[src/hdl/dac_host_defs.svh]
// Constants for the dual DAC parallel-bus host controller
// Contract
// - A write needs chip select and write strobe low together; alone neither writes.
// - Channel select picks channel A or B input register for the write.
// - Wide variant: twelve data bits in one write, bit 11 most significant.
// - Byte variant: eight data bits, bit 7 most significant.
// - Byte variant: upper byte select level picks high or low byte register.
`ifndef DAC_HOST_DEFS_SVH
`define DAC_HOST_DEFS_SVH
// Host register offsets (word index = byte address / 4)
`define REG_CTRL 4'h0
`define REG_CODE_A 4'h1
`define REG_CODE_B 4'h2
`define REG_CMD 4'h3
`define REG_STATUS 4'h4
// Control register fields
`define CTRL_GAIN_BIT 0
`define CTRL_BUF_BIT 1
`define CTRL_PD_BIT 2
`define CTRL_BYTE_MODE_BIT 3
`define CTRL_RESET 4'h0
// Command register fields
`define CMD_WRITE_A_BIT 0
`define CMD_WRITE_B_BIT 1
`define CMD_UPDATE_BIT 2
`define CMD_CLEAR_BIT 3
// Status register fields
`define STAT_BUSY_BIT 0
// Bus phase lengths in clock cycles (20 ns each)
`define SETUP_CYCLES 4'h2
`define STROBE_CYCLES 4'h3
`define HOLD_CYCLES 4'h2
`define PULSE_CYCLES 4'h3
`define CODE_MAX 12'hfff
`endif

[src/hdl/dac_host_pkg.sv]
// Types for the dual DAC parallel-bus host controller
package dac_host_pkg;
  typedef enum logic [5:0] {
    ST_IDLE = 6'b000001,
    ST_SETUP = 6'b000010,
    ST_STROBE = 6'b000100,
    ST_HOLD = 6'b001000,
    ST_PULSE = 6'b010000,
    ST_NEXT = 6'b100000
  } phase_t;
  typedef logic [3:0] addr_t;
  typedef logic [31:0] word_t;
  typedef logic [11:0] code_t;
endpackage

[src/hdl/phase_timer.sv]
// Down counter that times each bus phase
`timescale 1ns/1ps
`default_nettype none
module phase_timer #(
  parameter int W = 4
) (
  input wire logic clk,
  input wire logic rst_b,
  input wire logic ce,
  input wire logic load,
  input wire logic [W-1:0] count,
  output logic done
);
  typedef struct packed {
    logic [W-1:0] cnt;
  } timer_state_t;
  timer_state_t s_r;
  timer_state_t s_nxt;

  // Load wins over counting so a new phase always starts fresh
  always_comb
  begin
    s_nxt = s_r;
    if (load)
      s_nxt.cnt = count;
    else if (s_r.cnt != '0)
      s_nxt.cnt = s_r.cnt - {{(W-1){1'b0}}, 1'b1};
  end

  always_ff @(posedge clk or negedge rst_b)
  begin
    if (!rst_b)
      s_r <= '0;
    else if (ce)
      s_r <= s_nxt;
  end

  assign done = (s_r.cnt == {{(W-1){1'b0}}, 1'b1}) || (s_r.cnt == '0);
endmodule // phase_timer
`default_nettype wire

[src/hdl/dac_host.sv]
// Host controller driving the dual DAC parallel write bus and control pins
//
// The placing of the registers and the strobed register port were left to the implementer.
`timescale 1ns/1ps
`default_nettype none
`include "dac_host_defs.svh"
module dac_host (
  input wire logic clk,
  input wire logic rst_b,
  input wire logic ce,
  input wire dac_host_pkg::addr_t addr,
  input wire dac_host_pkg::word_t wdata,
  input wire logic wr,
  input wire logic rd,
  output dac_host_pkg::word_t rdata,
  output logic chip_select_n,
  output logic write_n,
  output logic channel_select,
  output logic upper_byte_select,
  output logic [11:0] parallel_data_in,
  output logic clear_all_n,
  output logic output_update_n,
  output logic power_down_n,
  output logic gain_select,
  output logic ref_buffer_select
);
  import dac_host_pkg::*;

  typedef struct packed {
    word_t rdata;
    logic [3:0] ctrl;
    code_t code_a;
    code_t code_b;
    logic pend_a;
    logic pend_b;
    logic pend_upd;
    logic pend_clr;
    phase_t phase;
    logic chan;
    logic hi_byte;
    logic is_clear;
    logic cs_n;
    logic wr_n;
    logic sel;
    logic ube;
    code_t data;
    logic clr_n;
    logic upd_n;
    logic pd_n;
  } host_state_t;

  host_state_t s_r;
  host_state_t s_nxt;
  logic rst_sync_b;
  logic rst_meta_r;
  logic rst_sync_r;
  logic tmr_load;
  logic [3:0] tmr_count;
  logic tmr_done;
  code_t cur_code;

  // Reset released through two flops; the first one feeds only the second
  always_ff @(posedge clk or negedge rst_b)
  begin
    if (!rst_b)
    begin
      rst_meta_r <= 1'b0;
      rst_sync_r <= 1'b0;
    end
    else
    begin
      rst_meta_r <= 1'b1;
      rst_sync_r <= rst_meta_r;
    end
  end
  assign rst_sync_b = rst_sync_r;

  phase_timer #(.W(4)) u_timer (
    .clk(clk),
    .rst_b(rst_sync_b),
    .ce(ce),
    .load(tmr_load),
    .count(tmr_count),
    .done(tmr_done)
  );

  assign cur_code = s_r.chan ? s_r.code_b : s_r.code_a;

  // Register port, command queue and pin sequencer
  always_comb
  begin
    s_nxt = s_r;
    tmr_load = 1'b0;
    tmr_count = `SETUP_CYCLES;
    s_nxt.rdata = '0;
    if (rd)
    begin
      case (addr)
        `REG_CTRL: s_nxt.rdata = {28'h0000000, s_r.ctrl};
        `REG_CODE_A: s_nxt.rdata = {20'h00000, s_r.code_a};
        `REG_CODE_B: s_nxt.rdata = {20'h00000, s_r.code_b};
        `REG_STATUS: s_nxt.rdata = {27'h0000000, s_r.pend_clr,
          s_r.pend_upd, s_r.pend_b, s_r.pend_a,
          s_r.phase != ST_IDLE};
        default: s_nxt.rdata = '0;
      endcase
    end
    if (wr)
    begin
      case (addr)
        `REG_CTRL: s_nxt.ctrl = wdata[3:0];
        `REG_CODE_A: s_nxt.code_a = wdata[11:0]; // Straight binary
        `REG_CODE_B: s_nxt.code_b = wdata[11:0];
        `REG_CMD:
        begin
          // Set wins over the clear done when the sequencer takes it
          if (wdata[`CMD_WRITE_A_BIT]) s_nxt.pend_a = 1'b1;
          if (wdata[`CMD_WRITE_B_BIT]) s_nxt.pend_b = 1'b1;
          if (wdata[`CMD_UPDATE_BIT]) s_nxt.pend_upd = 1'b1;
          if (wdata[`CMD_CLEAR_BIT]) s_nxt.pend_clr = 1'b1;
        end
        default: ;
      endcase
    end
    // Registered so the pin comes straight from a flop
    s_nxt.pd_n = !s_nxt.ctrl[`CTRL_PD_BIT]; // Both channels
    case (s_r.phase)
      ST_IDLE:
      begin
        // Clear first, then channel writes, then the update pulse
        if (s_r.pend_clr)
        begin
          s_nxt.pend_clr = wr && addr == `REG_CMD && wdata[`CMD_CLEAR_BIT];
          s_nxt.is_clear = 1'b1;
          s_nxt.clr_n = 1'b0; // Clears every register in the DAC
          tmr_load = 1'b1;
          tmr_count = `PULSE_CYCLES;
          s_nxt.phase = ST_PULSE;
        end
        else if (s_r.pend_a || s_r.pend_b)
        begin
          s_nxt.chan = !s_r.pend_a;
          if (s_r.pend_a)
            s_nxt.pend_a = wr && addr == `REG_CMD && wdata[`CMD_WRITE_A_BIT];
          else
            s_nxt.pend_b = wr && addr == `REG_CMD && wdata[`CMD_WRITE_B_BIT];
          s_nxt.hi_byte = 1'b1;
          tmr_load = 1'b1;
          s_nxt.phase = ST_SETUP;
        end
        else if (s_r.pend_upd)
        begin
          s_nxt.pend_upd = wr && addr == `REG_CMD && wdata[`CMD_UPDATE_BIT];
          s_nxt.is_clear = 1'b0;
          s_nxt.upd_n = 1'b0; // Both DAC registers load together
          tmr_load = 1'b1;
          tmr_count = `PULSE_CYCLES;
          s_nxt.phase = ST_PULSE;
        end
      end
      ST_SETUP:
      begin
        // Address, data and byte select settle before the strobe
        s_nxt.sel = s_r.chan; // Channel routing
        s_nxt.cs_n = 1'b0;
        if (s_r.ctrl[`CTRL_BYTE_MODE_BIT])
        begin
          s_nxt.ube = s_r.hi_byte; // Byte register select
          s_nxt.data = s_r.hi_byte ? {4'h0, 4'h0, cur_code[11:8]} :
            {4'h0, cur_code[7:0]}; // Bit 7 is the byte MSB
        end
        else
        begin
          s_nxt.ube = 1'b0;
          s_nxt.data = cur_code; // Whole code, bit 11 MSB
        end
        if (tmr_done)
        begin
          s_nxt.wr_n = 1'b0; // Strobe only with chip select low
          tmr_load = 1'b1;
          tmr_count = `STROBE_CYCLES;
          s_nxt.phase = ST_STROBE;
        end
      end
      ST_STROBE:
      begin
        if (tmr_done)
        begin
          s_nxt.wr_n = 1'b1; // Rising edge latches the data
          tmr_load = 1'b1;
          tmr_count = `HOLD_CYCLES;
          s_nxt.phase = ST_HOLD;
        end
      end
      ST_HOLD:
      begin
        // Data and chip select held past the rising edge
        if (tmr_done)
        begin
          s_nxt.cs_n = 1'b1;
          s_nxt.phase = ST_NEXT;
        end
      end
      ST_NEXT:
      begin
        // Byte mode needs a second, low byte write
        if (s_r.ctrl[`CTRL_BYTE_MODE_BIT] && s_r.hi_byte)
        begin
          s_nxt.hi_byte = 1'b0;
          tmr_load = 1'b1;
          s_nxt.phase = ST_SETUP;
        end
        else
          s_nxt.phase = ST_IDLE;
      end
      ST_PULSE:
      begin
        if (tmr_done)
        begin
          s_nxt.clr_n = 1'b1;
          s_nxt.upd_n = 1'b1; // High again so DAC registers hold
          s_nxt.phase = ST_IDLE;
        end
      end
      default: s_nxt.phase = ST_IDLE;
    endcase
  end

  // State register; the sync flops are written in their own process
  always_ff @(posedge clk or negedge rst_sync_b)
  begin
    if (!rst_sync_b)
    begin
      s_r.rdata <= '0;
      s_r.ctrl <= `CTRL_RESET;
      s_r.code_a <= '0;
      s_r.code_b <= '0;
      s_r.pend_a <= 1'b0;
      s_r.pend_b <= 1'b0;
      s_r.pend_upd <= 1'b0;
      s_r.pend_clr <= 1'b0;
      s_r.phase <= ST_IDLE;
      s_r.chan <= 1'b0;
      s_r.hi_byte <= 1'b0;
      s_r.is_clear <= 1'b0;
      s_r.cs_n <= 1'b1;
      s_r.wr_n <= 1'b1;
      s_r.sel <= 1'b0;
      s_r.ube <= 1'b0;
      s_r.data <= '0;
      s_r.clr_n <= 1'b1;
      s_r.upd_n <= 1'b1;
      s_r.pd_n <= 1'b1;
    end
    else if (ce)
    begin
      s_r.rdata <= s_nxt.rdata;
      s_r.ctrl <= s_nxt.ctrl;
      s_r.code_a <= s_nxt.code_a;
      s_r.code_b <= s_nxt.code_b;
      s_r.pend_a <= s_nxt.pend_a;
      s_r.pend_b <= s_nxt.pend_b;
      s_r.pend_upd <= s_nxt.pend_upd;
      s_r.pend_clr <= s_nxt.pend_clr;
      s_r.phase <= s_nxt.phase;
      s_r.chan <= s_nxt.chan;
      s_r.hi_byte <= s_nxt.hi_byte;
      s_r.is_clear <= s_nxt.is_clear;
      s_r.cs_n <= s_nxt.cs_n;
      s_r.wr_n <= s_nxt.wr_n;
      s_r.sel <= s_nxt.sel;
      s_r.ube <= s_nxt.ube;
      s_r.data <= s_nxt.data;
      s_r.clr_n <= s_nxt.clr_n;
      s_r.upd_n <= s_nxt.upd_n;
      s_r.pd_n <= s_nxt.pd_n;
    end
  end

  // Pins come straight from flops
  assign rdata = s_r.rdata;
  assign chip_select_n = s_r.cs_n;
  assign write_n = s_r.wr_n;
  assign channel_select = s_r.sel;
  assign upper_byte_select = s_r.ube;
  assign parallel_data_in = s_r.data;
  assign clear_all_n = s_r.clr_n;
  assign output_update_n = s_r.upd_n;
  assign power_down_n = s_r.pd_n; // Both channels
  assign gain_select = s_r.ctrl[`CTRL_GAIN_BIT]; // Static level
  assign ref_buffer_select = s_r.ctrl[`CTRL_BUF_BIT]; // Static
endmodule // dac_host
`default_nettype wire

[config.mk]
export PLATFORM = sky130hd
export DESIGN_NAME = dac_host
export DESIGN_NICKNAME = d
export VERILOG_FILES = /design/src/hdl/dac_host_pkg.sv /design/src/hdl/phase_timer.sv /design/src/hdl/dac_host.sv
export VERILOG_INCLUDE_DIRS = /design/src /design/src/hdl
export SDC_FILE = /design/constraint.sdc
export NUM_CORES = 1
export LEC_CHECK = 0
export ABC_CLOCK_PERIOD_IN_PS = 4700
export BUFFER_PORTS_ARGS = -buffer_cell sky130_fd_sc_hd__buf_2
export CORE_UTILIZATION = 30
export DETAILED_ROUTE_END_ITERATION = 12
export PLACE_DENSITY_LB_ADDON = 0.2
export SKIP_LAST_GASP = 1
export SLEW_MARGIN = 20
export SYNTH_ARGS = -nofsm -noshare
export SYNTH_HDL_FRONTEND = slang
export SYNTH_SLANG_ARGS = --single-unit
[constraint.sdc]
create_clock -name clk -period 4.7 [get_ports clk]
set_input_delay 0.47 -clock clk [delete_from_list [all_inputs] [get_ports clk]]
set_output_delay 0.47 -clock clk [all_outputs]
set_load 0.03 [all_outputs]
# == Word-level counts from Yosys, hierarchy flattened ==
# Cells that the tools add are included.
# totals
register_bits,97
in_bits,41
output_inout_bits,53
# op_classes
add_sub_neg,1
n_eq_ne,23
mux,58
n_bitwise,1
reduce_logical,31
# op_table
operator,n
$pmux W12 S4,1
$mux W6,7
$mux W12,3
$pmux W6 S6,1
$mux W32,1
$mux W31,1
$mux W1,25
$mux W4,6
$ne A2 B2 Y1 const B,10
$mux W13,1
$reduce_and A3 Y1,4
$reduce_and A4 Y1,3
$reduce_and A6 Y1,2
$reduce_bool A2 Y1,5
$eq A4 B1 Y1 const B,2
$eq A4 B2 Y1 const B,2
$logic_not A4 Y1,2
$mux W8,1
$pmux W4 S2,1
$eq A6 B1 Y1 const B,1
$eq A6 B2 Y1 const B,1
$eq A6 B3 Y1 const B,1
$eq A6 B4 Y1 const B,1
$eq A6 B5 Y1 const B,1
other kinds (18),31

# == Longest topological paths before layout ==
# Gate-level depths: netlist of run 1.
# logic_depth
depth_word,7
depth_mapped,7

# == Cells and area by module ==
# A second synthesis of run 1 with hierarchy kept.
# unflattened
hier_cells,373
area_unflattened_um2,4129.0
# modules_own_cells
mod,instances,cells_each,area_each_um2,seq_area_each_um2
dac_host,1,338,3831.2,1834.3
phase_timer,1,35,297.8,100.1

# == Least setup slack after synthesis of run 1 ==
# No wires, ideal clock.
# synth_timing
path_kind,input to register
from,input port addr[2]
to,register s_r[34] in the netlist's numbering
t_arrival_ps,1698
required_time_ps,4575
slack_ps,2877
cell_stages,5
n_path_buf,2
cell_sequence,buf_2 nor4b_1 and2b_1 buf_4 mux2_2
# synth_between
elab_chain_len,2
# synth_lines
item,line,text
from (decl),dac_host.sv:11,"input wire dac_host_pkg::addr_t addr,"
$eq A4 B2 Y1,dac_host.sv:110,case (addr)
$reduce_and A3 Y1 (no line),--,
to (decl),dac_host.sv:52,host_state_t s_r;
# No other way between the ends.
# A chain may end at the register's enable or synchronous reset.

# == Final worst setup path of run 1 ==
# layout_timing
from,input port addr[1]
to,register s_r[46] in the netlist's numbering
# layout_between
elab_chain_len,2
# layout_lines
item,line
$eq A4 B1 Y1,dac_host.sv:110
$reduce_and A3 Y1 (no line),--
# No other way between the ends.

==> qor.json, run 1 <==
{
  "run_status": {"value": "finished clean"},
  "hold_viol": {"value": 0},
  "cts.path.max_buffers": {"value": 2},
  "firstDrtPassIters": {"value": 4},
  "detail_route.iter0.violations": {"value": 124},
  "overflow": {"value": 0},
  "finalWorstPathRequiredPeriod": {"value": 2270, "unit": "ps"},
  "cp_max_fo": {"value": 13},
  "power.ir.vdd_worst": {"value": 0.000212, "unit": "V"},
  "netlist_area_before_placement": {"value": 4130, "unit": "µm²"},
  "maxClockFrequency": {"value": 440, "unit": "MHz"},
  "yosys_most_used_dff": {"value": "sky130_fd_sc_hd__dfrtp_1"},
  "gpl.final_weighted_congestion": {"value": 0.729},
  "arrival": {"value": 2490, "unit": "ps"},
  "cts_max_level": {"value": 3},
  "final_layout_size_suffix_gt1_frac": {"value": 0.321},
  "postCtsResizedCells": {"value": 0},
  "criticalPathCategory": {"value": "in -> reg"},
  "coreArea": {"value": 13300, "unit": "µm²"},
  "nets": {"value": 440},
  "drcViolationCount": {"value": 0},
  "synth.yosys.seq_area_share": {"value": 0.469},
  "synth_top_area_share": {"value": 0.431},
  "synth.area.top_cells": {"value": "sky130_fd_sc_hd__dfrtp_1, sky130_fd_sc_hd__mux2_2, sky130_fd_sc_hd__buf_4"},
  "n_antenna_cell": {"value": 0},
  "floorplan.die.width": {"value": 119, "unit": "µm"},
  "pin_count_of_the_biggest_net_entering_global_routing": {"value": 46},
  "setup_viol": {"value": 0},
  "grt.total_usage": {"value": 0.136},
  "timing.hold.worst.class": {"value": "reg -> async"},
  "insertion_delay": {"value": 330, "unit": "ps"},
  "synth_area_leader_cell": {"value": "sky130_fd_sc_hd__dfrtp_1"},
  "ys_seq_elements": {"value": 77},
  "drt_wl_total": {"value": 9030, "unit": "µm"},
  "power.net_switching": {"value": 0.844, "unit": "mW"},
  "final-max-slew-violation-count": {"value": 0},
  "io_pins": {"value": 94},
  "initial_cell_density_of_the_core": {"value": 0.309},
  "synthesis.instances": {"value": 378},
  "ctsRootBufferMaster": {"value": "sky130_fd_sc_hd__clkbuf_16"},
  "int_pwr": {"value": 1.48, "unit": "mW"},
  "cap_viol_max_count": {"value": 0},
  "fin_crit_sh": {"value": 0.483},
  "via_count": {"value": 2747},
  "cts_tree": {"value": "done"},
  "setup_total_negative_slack": {"value": 0, "unit": "ps"},
  "crit_required": {"value": 4910, "unit": "ps"},
  "crit_path_end_kind": {"value": "flop"},
  "ant_nets": {"value": 0},
  "async_flop_share": {"value": 1.00},
  "vias_in_the_first_global_route": {"value": 2762},
  "area_enclosed_by_the_die_boundary": {"value": 14200, "unit": "µm²"},
  "syn-mean-instance-area": {"value": 10.9, "unit": "µm²"},
  "leakage_component_of_the_power": {"value": 2.07, "unit": "nW"},
  "portBuffers": {"value": 53},
  "std_cell_rows": {"value": 42},
  "setup_repair_after_global_routing_missed_its_margin": {"value": "no"},
  "cts_made_buffers": {"value": 9},
  "power_switching_share": {"value": 0.363},
  "flow.area_growth_from_synthesis": {"value": 10.4, "unit": "%"},
  "clock_sink_count": {"value": 77},
  "worstSetupStartpointType": {"value": "input port"},
  "worst_slew_pin_slew": {"value": 842, "unit": "ps"},
  "number_of_antenna_violations_at_the_first_check_in_global_routing": {"value": 0},
  "hold_worst_slack": {"value": 312, "unit": "ps"},
  "post_drt_wl_per_cell": {"value": 15.6, "unit": "µm"},
  "yosys_warnings": {"value": 0},
  "pwr-share-clk": {"value": 0.279},
  "power_frac_comb": {"value": 0.302},
  "chipHeight": {"value": 119, "unit": "µm"},
  "detailed_place_hpwl": {"value": 6340, "unit": "µm"},
  "timing.clock.skew": {"value": 6.18, "unit": "ps"},
  "route.detailed.vias_per_inst": {"value": 4.75},
  "clk_transition_reported_paths": {"value": 60, "unit": "ps"},
  "maxSlewHeadroom": {"value": 0.436},
  "power_frac_seq": {"value": 0.419},
  "synth_enable_flop_cells": {"value": 0},
  "wire_length_of_the_first_global_routing_pass": {"value": 15100, "unit": "µm"},
  "yosys.cell_types.count": {"value": 57},
  "power_density": {"value": 510, "unit": "nW/µm²"}
}
area by class of cell:
| cell class | instances | area (µm²) |
|---|---|---|
| fill | 1372 | 8790 |
| sequential | 77 | 1940 |
| multi-input combinational | 233 | 1760 |
| timing repair buffer | 56 | 290 |
| clock buffer | 11 | 243 |
| tap | 176 | 220 |
| inverter | 20 | 75.1 |
| clock inverter | 5 | 35.0 |
critical path, cell delays in order:
cell                      delay, ps
sky130_fd_sc_hd__buf_2          150
sky130_fd_sc_hd__nor4b_4        780
sky130_fd_sc_hd__and3_1         670
sky130_fd_sc_hd__mux2_2         410
per-stage QoR:
step	instances	instance area, µm²	worst slack (ps)	utilization	power [mW]
after floorplan	397	4200	2410	-	1.60
after global placement	561	4270	1970	0.320	1.68
after detailed placement	561	4270	2020	0.320	1.70
after CTS	578	4560	2330	0.341	2.36
after global routing	578	4560	2290	0.341	2.48
final	578	4560	2430	0.341	2.32
routing by layer:
layer,global-route usage,part of all wire
met1,0.182,0.48
met2,0.219,0.47
met3,0.0297,0.034
met4,0.0435,0.014
met5,0,0
cell usage in the layout, fill, tap and decap left out, drive strengths merged, types with 6 or more instances in the layout:
master	netlist	final
o31ai	12	12
dfstp	6	6
o22ai	12	12
mux2	38	38
inv	20	21
nand3	11	11
buf	58	55
nand2	27	27
a22oi	7	7
dfrtp	71	71
conb	2	21
clkbuf	9	11
o21ai	14	14
mux2i	15	15
nor2	17	17
power by group through the flow:
stage	registers [mW]	clock network (mW)	logic, mW
after detailed placement	0.987	0	0.710
after floorplan	0.920	0	0.678
after global routing	1.00	0.697	0.780
after global placement	0.982	0	0.701
final	0.973	0.648	0.703
after CTS	0.975	0.668	0.714
flip-flops by register name, summed over array words and instances (netlist names):
register / count
channel_select: 1
chip_select_n: 1
clear_all_n: 1
gain_select: 1
output_update_n: 1
parallel_data_in: 12
power_down_n: 1
rdata: 12
ref_buffer_select: 1
rst_meta_r: 1
rst_sync_b: 1
s_r: 38
u_timer.s_r: 4
upper_byte_select: 1
write_n: 1
cell usage after synthesis (all sizes together), types with 2 or more instances:
| cell type | instances |
|---|---|
| or3 | 2 |
| o21ai | 14 |
| mux2 | 38 |
| mux2i | 15 |
| xor2 | 2 |
| a221oi | 4 |
| o22ai | 12 |
| and3 | 2 |
| dfstp | 6 |
| nand2b | 2 |
| nor3 | 4 |
| nand2 | 27 |
| a22oi | 7 |
| a22o | 2 |
| o21a | 2 |
| clkbuf | 9 |
| inv | 20 |
| o22a | 2 |
| nand3 | 11 |
| dfrtp | 71 |
| o31ai | 12 |
| nand4 | 3 |
| nor4 | 4 |
| mux4 | 4 |
| a21oi | 3 |
| buf | 58 |
| nor2 | 17 |
| a2bb2oi | 2 |
| nor4b | 2 |
| conb | 2 |
| ha | 2 |
| o221ai | 2 |
cells by family (layout without fill, tap and decap cells):
logic type                 Yosys count  in the layout  synth area share
AOI/OAI and AO/OA                   71             71             0.127
xor gates and xnor gates             2              2           0.00425
adders and majority gates            3              3           0.00879
buffers and inverters               87             92             0.126
DFF                                 77             77             0.469
muxes                               57             57             0.163
other                                2             21           0.00182
and+or+nand+nor                     79             79             0.100
repair_timing:
item                                   in CTS  in global routing
setup endpoints to repair                   0                  0
endpoints found under the hold margin       2                  0
hold buffers                                1                  0
setup buffers                               0                  0
worst paths after layout:
kind	from	end	slack, ps	cells after the start
max	addr[1]	s_r[46]	2430	4
min	rst_sync_b	ref_buffer_select	310	0
max reg2reg	s_r[23]	channel_select	2700	4
min reg2reg	rst_sync_b	ref_buffer_select	310	0
max in group asynchronous	rst_sync_b	s_r[27]	3330	1
min in group clk	rst_meta_r	rst_sync_b	350	0
No activity file was read; power rests on OpenSTA's default activity.
==> inputs of run 2 (changes only) <==
--- a/config.mk
+++ b/config.mk
@@ -6,7 +6,8 @@
 export SDC_FILE = /design/constraint.sdc
 export NUM_CORES = 1
 export LEC_CHECK = 0
-export ABC_CLOCK_PERIOD_IN_PS = 4700
+export ABC_AREA = 1
+export ABC_CLOCK_PERIOD_IN_PS = 2400
 export BUFFER_PORTS_ARGS = -buffer_cell sky130_fd_sc_hd__buf_2
 export CORE_UTILIZATION = 30
 export DETAILED_ROUTE_END_ITERATION = 12
==> constraint.sdc (replaced) <==
create_clock -name clk -period 2.4 [get_ports clk]
set_input_delay 0.24 -clock clk [delete_from_list [all_inputs] [get_ports clk]]
set_output_delay 0.24 -clock clk [all_outputs]
set_load 0.03 [all_outputs]
==> qor.json, run 2 <==
{
  "run_status": {"value": "finished clean", "change": "unchanged"},
  "yosys_most_used_dff": {"value": "sky130_fd_sc_hd__dfrtp_1", "change": "unchanged"},
  "ant_nets": {"value": 0, "change": "unchanged"},
  "synth_top_area_share": {"value": 0.438, "change": "was 0.431"},
  "preCtsSetupSlack": {"value": 598, "unit": "ps", "change": "was 2020 ps"},
  "syn-mean-instance-area": {"value": 8.07, "unit": "µm²", "change": "was 10.9 µm²"},
  "worstSetupStartpointType": {"value": "flop", "change": "was input port"},
  "crit_required": {"value": 2620, "unit": "ps", "change": "was 4910 ps"},
  "placed_cell_area": {"value": 4230, "unit": "µm²", "change": "was 4270 µm²"},
  "ctsRootBufferMaster": {"value": "sky130_fd_sc_hd__clkbuf_16", "change": "unchanged"},
  "synth_top_family_by_area": {"value": "simple AND/OR/NAND/NOR gates", "change": "was multiplexers"},
  "floorplan.die.width": {"value": 118, "unit": "µm", "change": "was 119 µm"},
  "setup_repair_after_global_routing_missed_its_margin": {"value": "no", "change": "unchanged"},
  "detailed_place_hpwl": {"value": 6870, "unit": "µm", "change": "was 6340 µm"},
  "power_switching_share": {"value": 0.369, "change": "was 0.363"},
  "yosys.cell_types.count": {"value": 41, "change": "was 57"},
  "int_pwr": {"value": 3.06, "unit": "mW", "change": "was 1.48 mW"},
  "route.detailed.vias_per_inst": {"value": 4.46, "change": "was 4.75"},
  "grt_most_used_layer": {"value": "met2", "change": "unchanged"},
  "timing.hold.worst.class": {"value": "reg -> async", "change": "unchanged"},
  "overflow": {"value": 0, "change": "unchanged"},
  "worst_slew_pin_slew": {"value": 835, "unit": "ps", "change": "was 842 ps"},
  "final-max-slew-violation-count": {"value": 0, "change": "unchanged"},
  "global_route.usage.met2": {"value": 0.227, "change": "was 0.219"},
  "yosysMostFrequentCell": {"value": "sky130_fd_sc_hd__nand2_1", "change": "was sky130_fd_sc_hd__dfrtp_1"},
  "std_cell_rows": {"value": 42, "change": "unchanged"},
  "criticalPathCategory": {"value": "reg -> reg", "change": "was in -> reg"},
  "fin_cells": {"value": 714, "change": "was 578"},
  "pwr-share-clk": {"value": 0.305, "change": "was 0.279"},
  "dpl.cell_count": {"value": 697, "change": "was 561"},
  "final_layout_size_suffix_gt1_frac": {"value": 0.186, "change": "was 0.321"},
  "initial_cell_density_of_the_core": {"value": 0.306, "change": "was 0.309"},
  "leakage_component_of_the_power": {"value": 2.40, "unit": "nW", "change": "was 2.07 nW"},
  "synth_simple_gate_area_share": {"value": 0.219, "change": "was 0.100"},
  "synth.area.top_cells": {"value": "sky130_fd_sc_hd__dfrtp_1, sky130_fd_sc_hd__nand2_1, sky130_fd_sc_hd__buf_4", "change": "was sky130_fd_sc_hd__dfrtp_1, sky130_fd_sc_hd__mux2_2, sky130_fd_sc_hd__buf_4"},
  "detail_route.iter0.violations": {"value": 146, "change": "was 124"},
  "cap_viol_max_count": {"value": 0, "change": "unchanged"},
  "finalWorstPathRequiredPeriod": {"value": 1780, "unit": "ps"},
  "coreArea": {"value": 13200, "unit": "µm²", "change": "was 13300 µm²"},
  "fin_area": {"value": 4570, "unit": "µm²", "change": "was 4560 µm²"},
  "async_flop_share": {"value": 1.00, "change": "unchanged"},
  "insertion_delay": {"value": 330, "unit": "ps", "change": "about the same"},
  "synth_fa_ha_area_frac": {"value": 0.00617, "change": "was 0.00879"},
  "area_enclosed_by_the_die_boundary": {"value": 14000, "unit": "µm²", "change": "was 14200 µm²"},
  "power_frac_seq": {"value": 0.383, "change": "was 0.419"},
  "most-common-layout-cells": {"value": "sky130_fd_sc_hd__nand2_1, sky130_fd_sc_hd__dfrtp_1, sky130_fd_sc_hd__o21ai_0", "change": "was sky130_fd_sc_hd__dfrtp_1, sky130_fd_sc_hd__buf_2, sky130_fd_sc_hd__mux2_2"},
  "cts.path.max_buffers": {"value": 2, "change": "unchanged"},
  "via_count": {"value": 3183, "change": "was 2747"},
  "fin_crit_sh": {"value": 0.742},
  "synth_area_leader_cell": {"value": "sky130_fd_sc_hd__dfrtp_1", "change": "unchanged"},
  "clock_sink_count": {"value": 77, "change": "unchanged"},
  "yosys_warnings": {"value": 0, "change": "unchanged"},
  "power.ir.vdd_worst": {"value": 0.000417, "unit": "V", "change": "was 0.000212 V"},
  "maxSlewHeadroom": {"value": 0.443, "change": "was 0.436"},
  "number_of_antenna_violations_at_the_first_check_in_global_routing": {"value": 0, "change": "unchanged"},
  "netlist_area_before_placement": {"value": 4060, "unit": "µm²", "change": "was 4130 µm²"},
  "maxClockFrequency": {"value": 562, "unit": "MHz"},
  "drcViolationCount": {"value": 0, "change": "unchanged"},
  "gr-usage-met1": {"value": 0.189, "change": "was 0.182"},
  "cts_made_buffers": {"value": 9, "change": "unchanged"},
  "largest-register": {"value": "s_r", "change": "unchanged"},
  "gpl.final_weighted_congestion": {"value": 0.823, "change": "was 0.729"},
  "arrival": {"value": 2000, "unit": "ps", "change": "was 2490 ps"},
  "n_antenna_cell": {"value": 0, "change": "unchanged"},
  "hold_viol": {"value": 0, "change": "unchanged"},
  "pin_count_of_the_biggest_net_entering_global_routing": {"value": 66, "change": "was 46"},
  "io_pins": {"value": 94, "change": "unchanged"},
  "critical-path-max-stage-delay": {"value": 390, "unit": "ps", "change": "was 780 ps"},
  "synthTopCellsByCount": {"value": "sky130_fd_sc_hd__nand2_1, sky130_fd_sc_hd__dfrtp_1, sky130_fd_sc_hd__o21ai_0", "change": "was sky130_fd_sc_hd__dfrtp_1, sky130_fd_sc_hd__buf_4, sky130_fd_sc_hd__mux2_2"},
  "clk_transition_reported_paths": {"value": 60, "unit": "ps", "change": "about the same"},
  "vias_in_the_first_global_route": {"value": 3162, "change": "was 2762"},
  "synthesis.instances": {"value": 503, "change": "was 378"},
  "wire_length_of_the_first_global_routing_pass": {"value": 15700, "unit": "µm", "change": "was 15100 µm"},
  "synth_mux_area_frac": {"value": 0.00278, "change": "was 0.163"},
  "power_frac_comb": {"value": 0.312, "change": "was 0.302"},
  "portBuffers": {"value": 53, "change": "unchanged"},
  "setup_viol": {"value": 0, "change": "unchanged"},
  "timing.final.ws_setup": {"value": 620, "unit": "ps", "change": "was 2430 ps"},
  "cts_max_level": {"value": 3, "change": "unchanged"},
  "power": {"value": 4.85, "unit": "mW", "change": "was 2.32 mW"},
  "synth_compound_gate_area_share": {"value": 0.134, "change": "was 0.127"},
  "largest_register_ffs": {"value": 38, "change": "unchanged"},
  "final_common_cell": {"value": "sky130_fd_sc_hd__nand2_1", "change": "was sky130_fd_sc_hd__dfrtp_1"},
  "power.net_switching": {"value": 1.79, "unit": "mW", "change": "was 0.844 mW"},
  "groute.layer.met3.usage": {"value": 0.0241, "change": "was 0.0297"},
  "timing.critical_path.slowest_stage_cell": {"value": "sky130_fd_sc_hd__dfrtp_1", "change": "was sky130_fd_sc_hd__nor4b_4"},
  "post_drt_wl_per_cell": {"value": 13.1, "unit": "µm", "change": "was 15.6 µm"},
  "synth_enable_flop_cells": {"value": 0, "change": "unchanged"},
  "cp_max_fo": {"value": 5, "change": "was 13"},
  "setup_total_negative_slack": {"value": 0, "unit": "ps", "change": "unchanged"},
  "path_cells": {"value": "inv_1 > ha_1 > o21ai_1 > inv_1 > nand2_1 > nand2_1 > nand2_1 > nand2_1 > nand2_1 > nand2_1", "change": "was buf_2 > nor4b_4 > and3_1 > mux2_2"},
  "ys_seq_elements": {"value": 77, "change": "unchanged"},
  "firstDrtPassIters": {"value": 6, "change": "was 4"},
  "path_common_cell": {"value": "sky130_fd_sc_hd__nand2_1"},
  "timing.clock.skew": {"value": 8.06, "unit": "ps", "change": "was 6.18 ps"},
  "power_density": {"value": 1060, "unit": "nW/µm²", "change": "was 510 nW/µm²"},
  "flow.area_growth_from_synthesis": {"value": 12.7, "unit": "%", "change": "was 10.4%"},
  "grt.total_usage": {"value": 0.143, "change": "was 0.136"},
  "synthesized_area_fraction_occupied_by_xor_and_xnor_cells": {"value": 0.00216, "change": "was 0.00424"},
  "synth.yosys.seq_area_share": {"value": 0.477, "change": "was 0.469"},
  "chipHeight": {"value": 118, "unit": "µm", "change": "was 119 µm"},
  "postCtsResizedCells": {"value": 0, "change": "unchanged"},
  "cts_tree": {"value": "done", "change": "unchanged"},
  "drt_wl_total": {"value": 9320, "unit": "µm", "change": "was 9030 µm"},
  "crit_path_end_kind": {"value": "flop", "change": "unchanged"},
  "nets": {"value": 576, "change": "was 440"}
}
[run 2: path summary, 6_finish.rpt]
kind,startpoint,endpoint,slack [ps],depth (start not counted)
worst max-delay path,u_timer.s_r[0],u_timer.s_r[0],620,10
worst min-delay path,rst_sync_b,u_timer.s_r[0],150,0
worst max register to register,u_timer.s_r[0],u_timer.s_r[0],620,10
worst min register to register,rst_sync_b,u_timer.s_r[0],150,0
max in group asynchronous,rst_sync_b,chip_select_n,1580,1
min in group clk,wdata[7],s_r[39],170,3
[run 2: metal layers]
layer / part of all wire / up-vias
met2: 0.46 / 78
met5: 0 / -
met4: 0.018 / 0
met3: 0.037 / 10
li1: - / 1607
met1: 0.48 / 1488
[run 2: what timing repair did]
action,CTS,global route
buffers inserted,0,0
hold buffers,1,0
endpoints found under the hold margin,2,0
[run 2: kinds of logic after synthesis]
group	count (synthesis)
compound gates	93
fa+ha+maj	2
buf+inv	115
mux	1
other cells	2
flops	77
simple gates	212
xor+xnor	1
[run 2: final cells by class]
cell class,count,area [µm²]
inverter,58,221
clock buffer,13,260
fill,1453,8670
timing repair buffer,57,310
tap,176,220
sequential,77,1940
clock inverter,3,67.6
multi-input combinational,330,1560
[run 2: power by group through the flow]
stage	sequential (mW)	clock, mW	combinational (mW)
after floorplan	1.92	0	1.20
after global placement	1.88	0	1.50
after detailed placement	1.88	0	1.53
after CTS	1.86	1.51	1.54
after global routing	1.91	1.58	1.71
final	1.86	1.48	1.51
[run 2: through the flow]
| step | utilization | hold WS, ps |
|---|---|---|
| detailed placement | 0.320 | 26.5 |
| global placement | 0.320 | 24.8 |
| CTS | 0.345 | 164 |
| global route | 0.345 | 177 |
| finish | 0.345 | 153 |
| floorplan | - | -55.6 |
[run 2: critical path, delay by kind of cell, from the launching register on]
family / cells / cell delay [ps]
AOI/OAI and AO/OA: 1 / 270
adders and majority gates: 1 / 240
buffers and inverters: 2 / 210
DFF: 1 / 390
and+or+nand+nor: 6 / 540
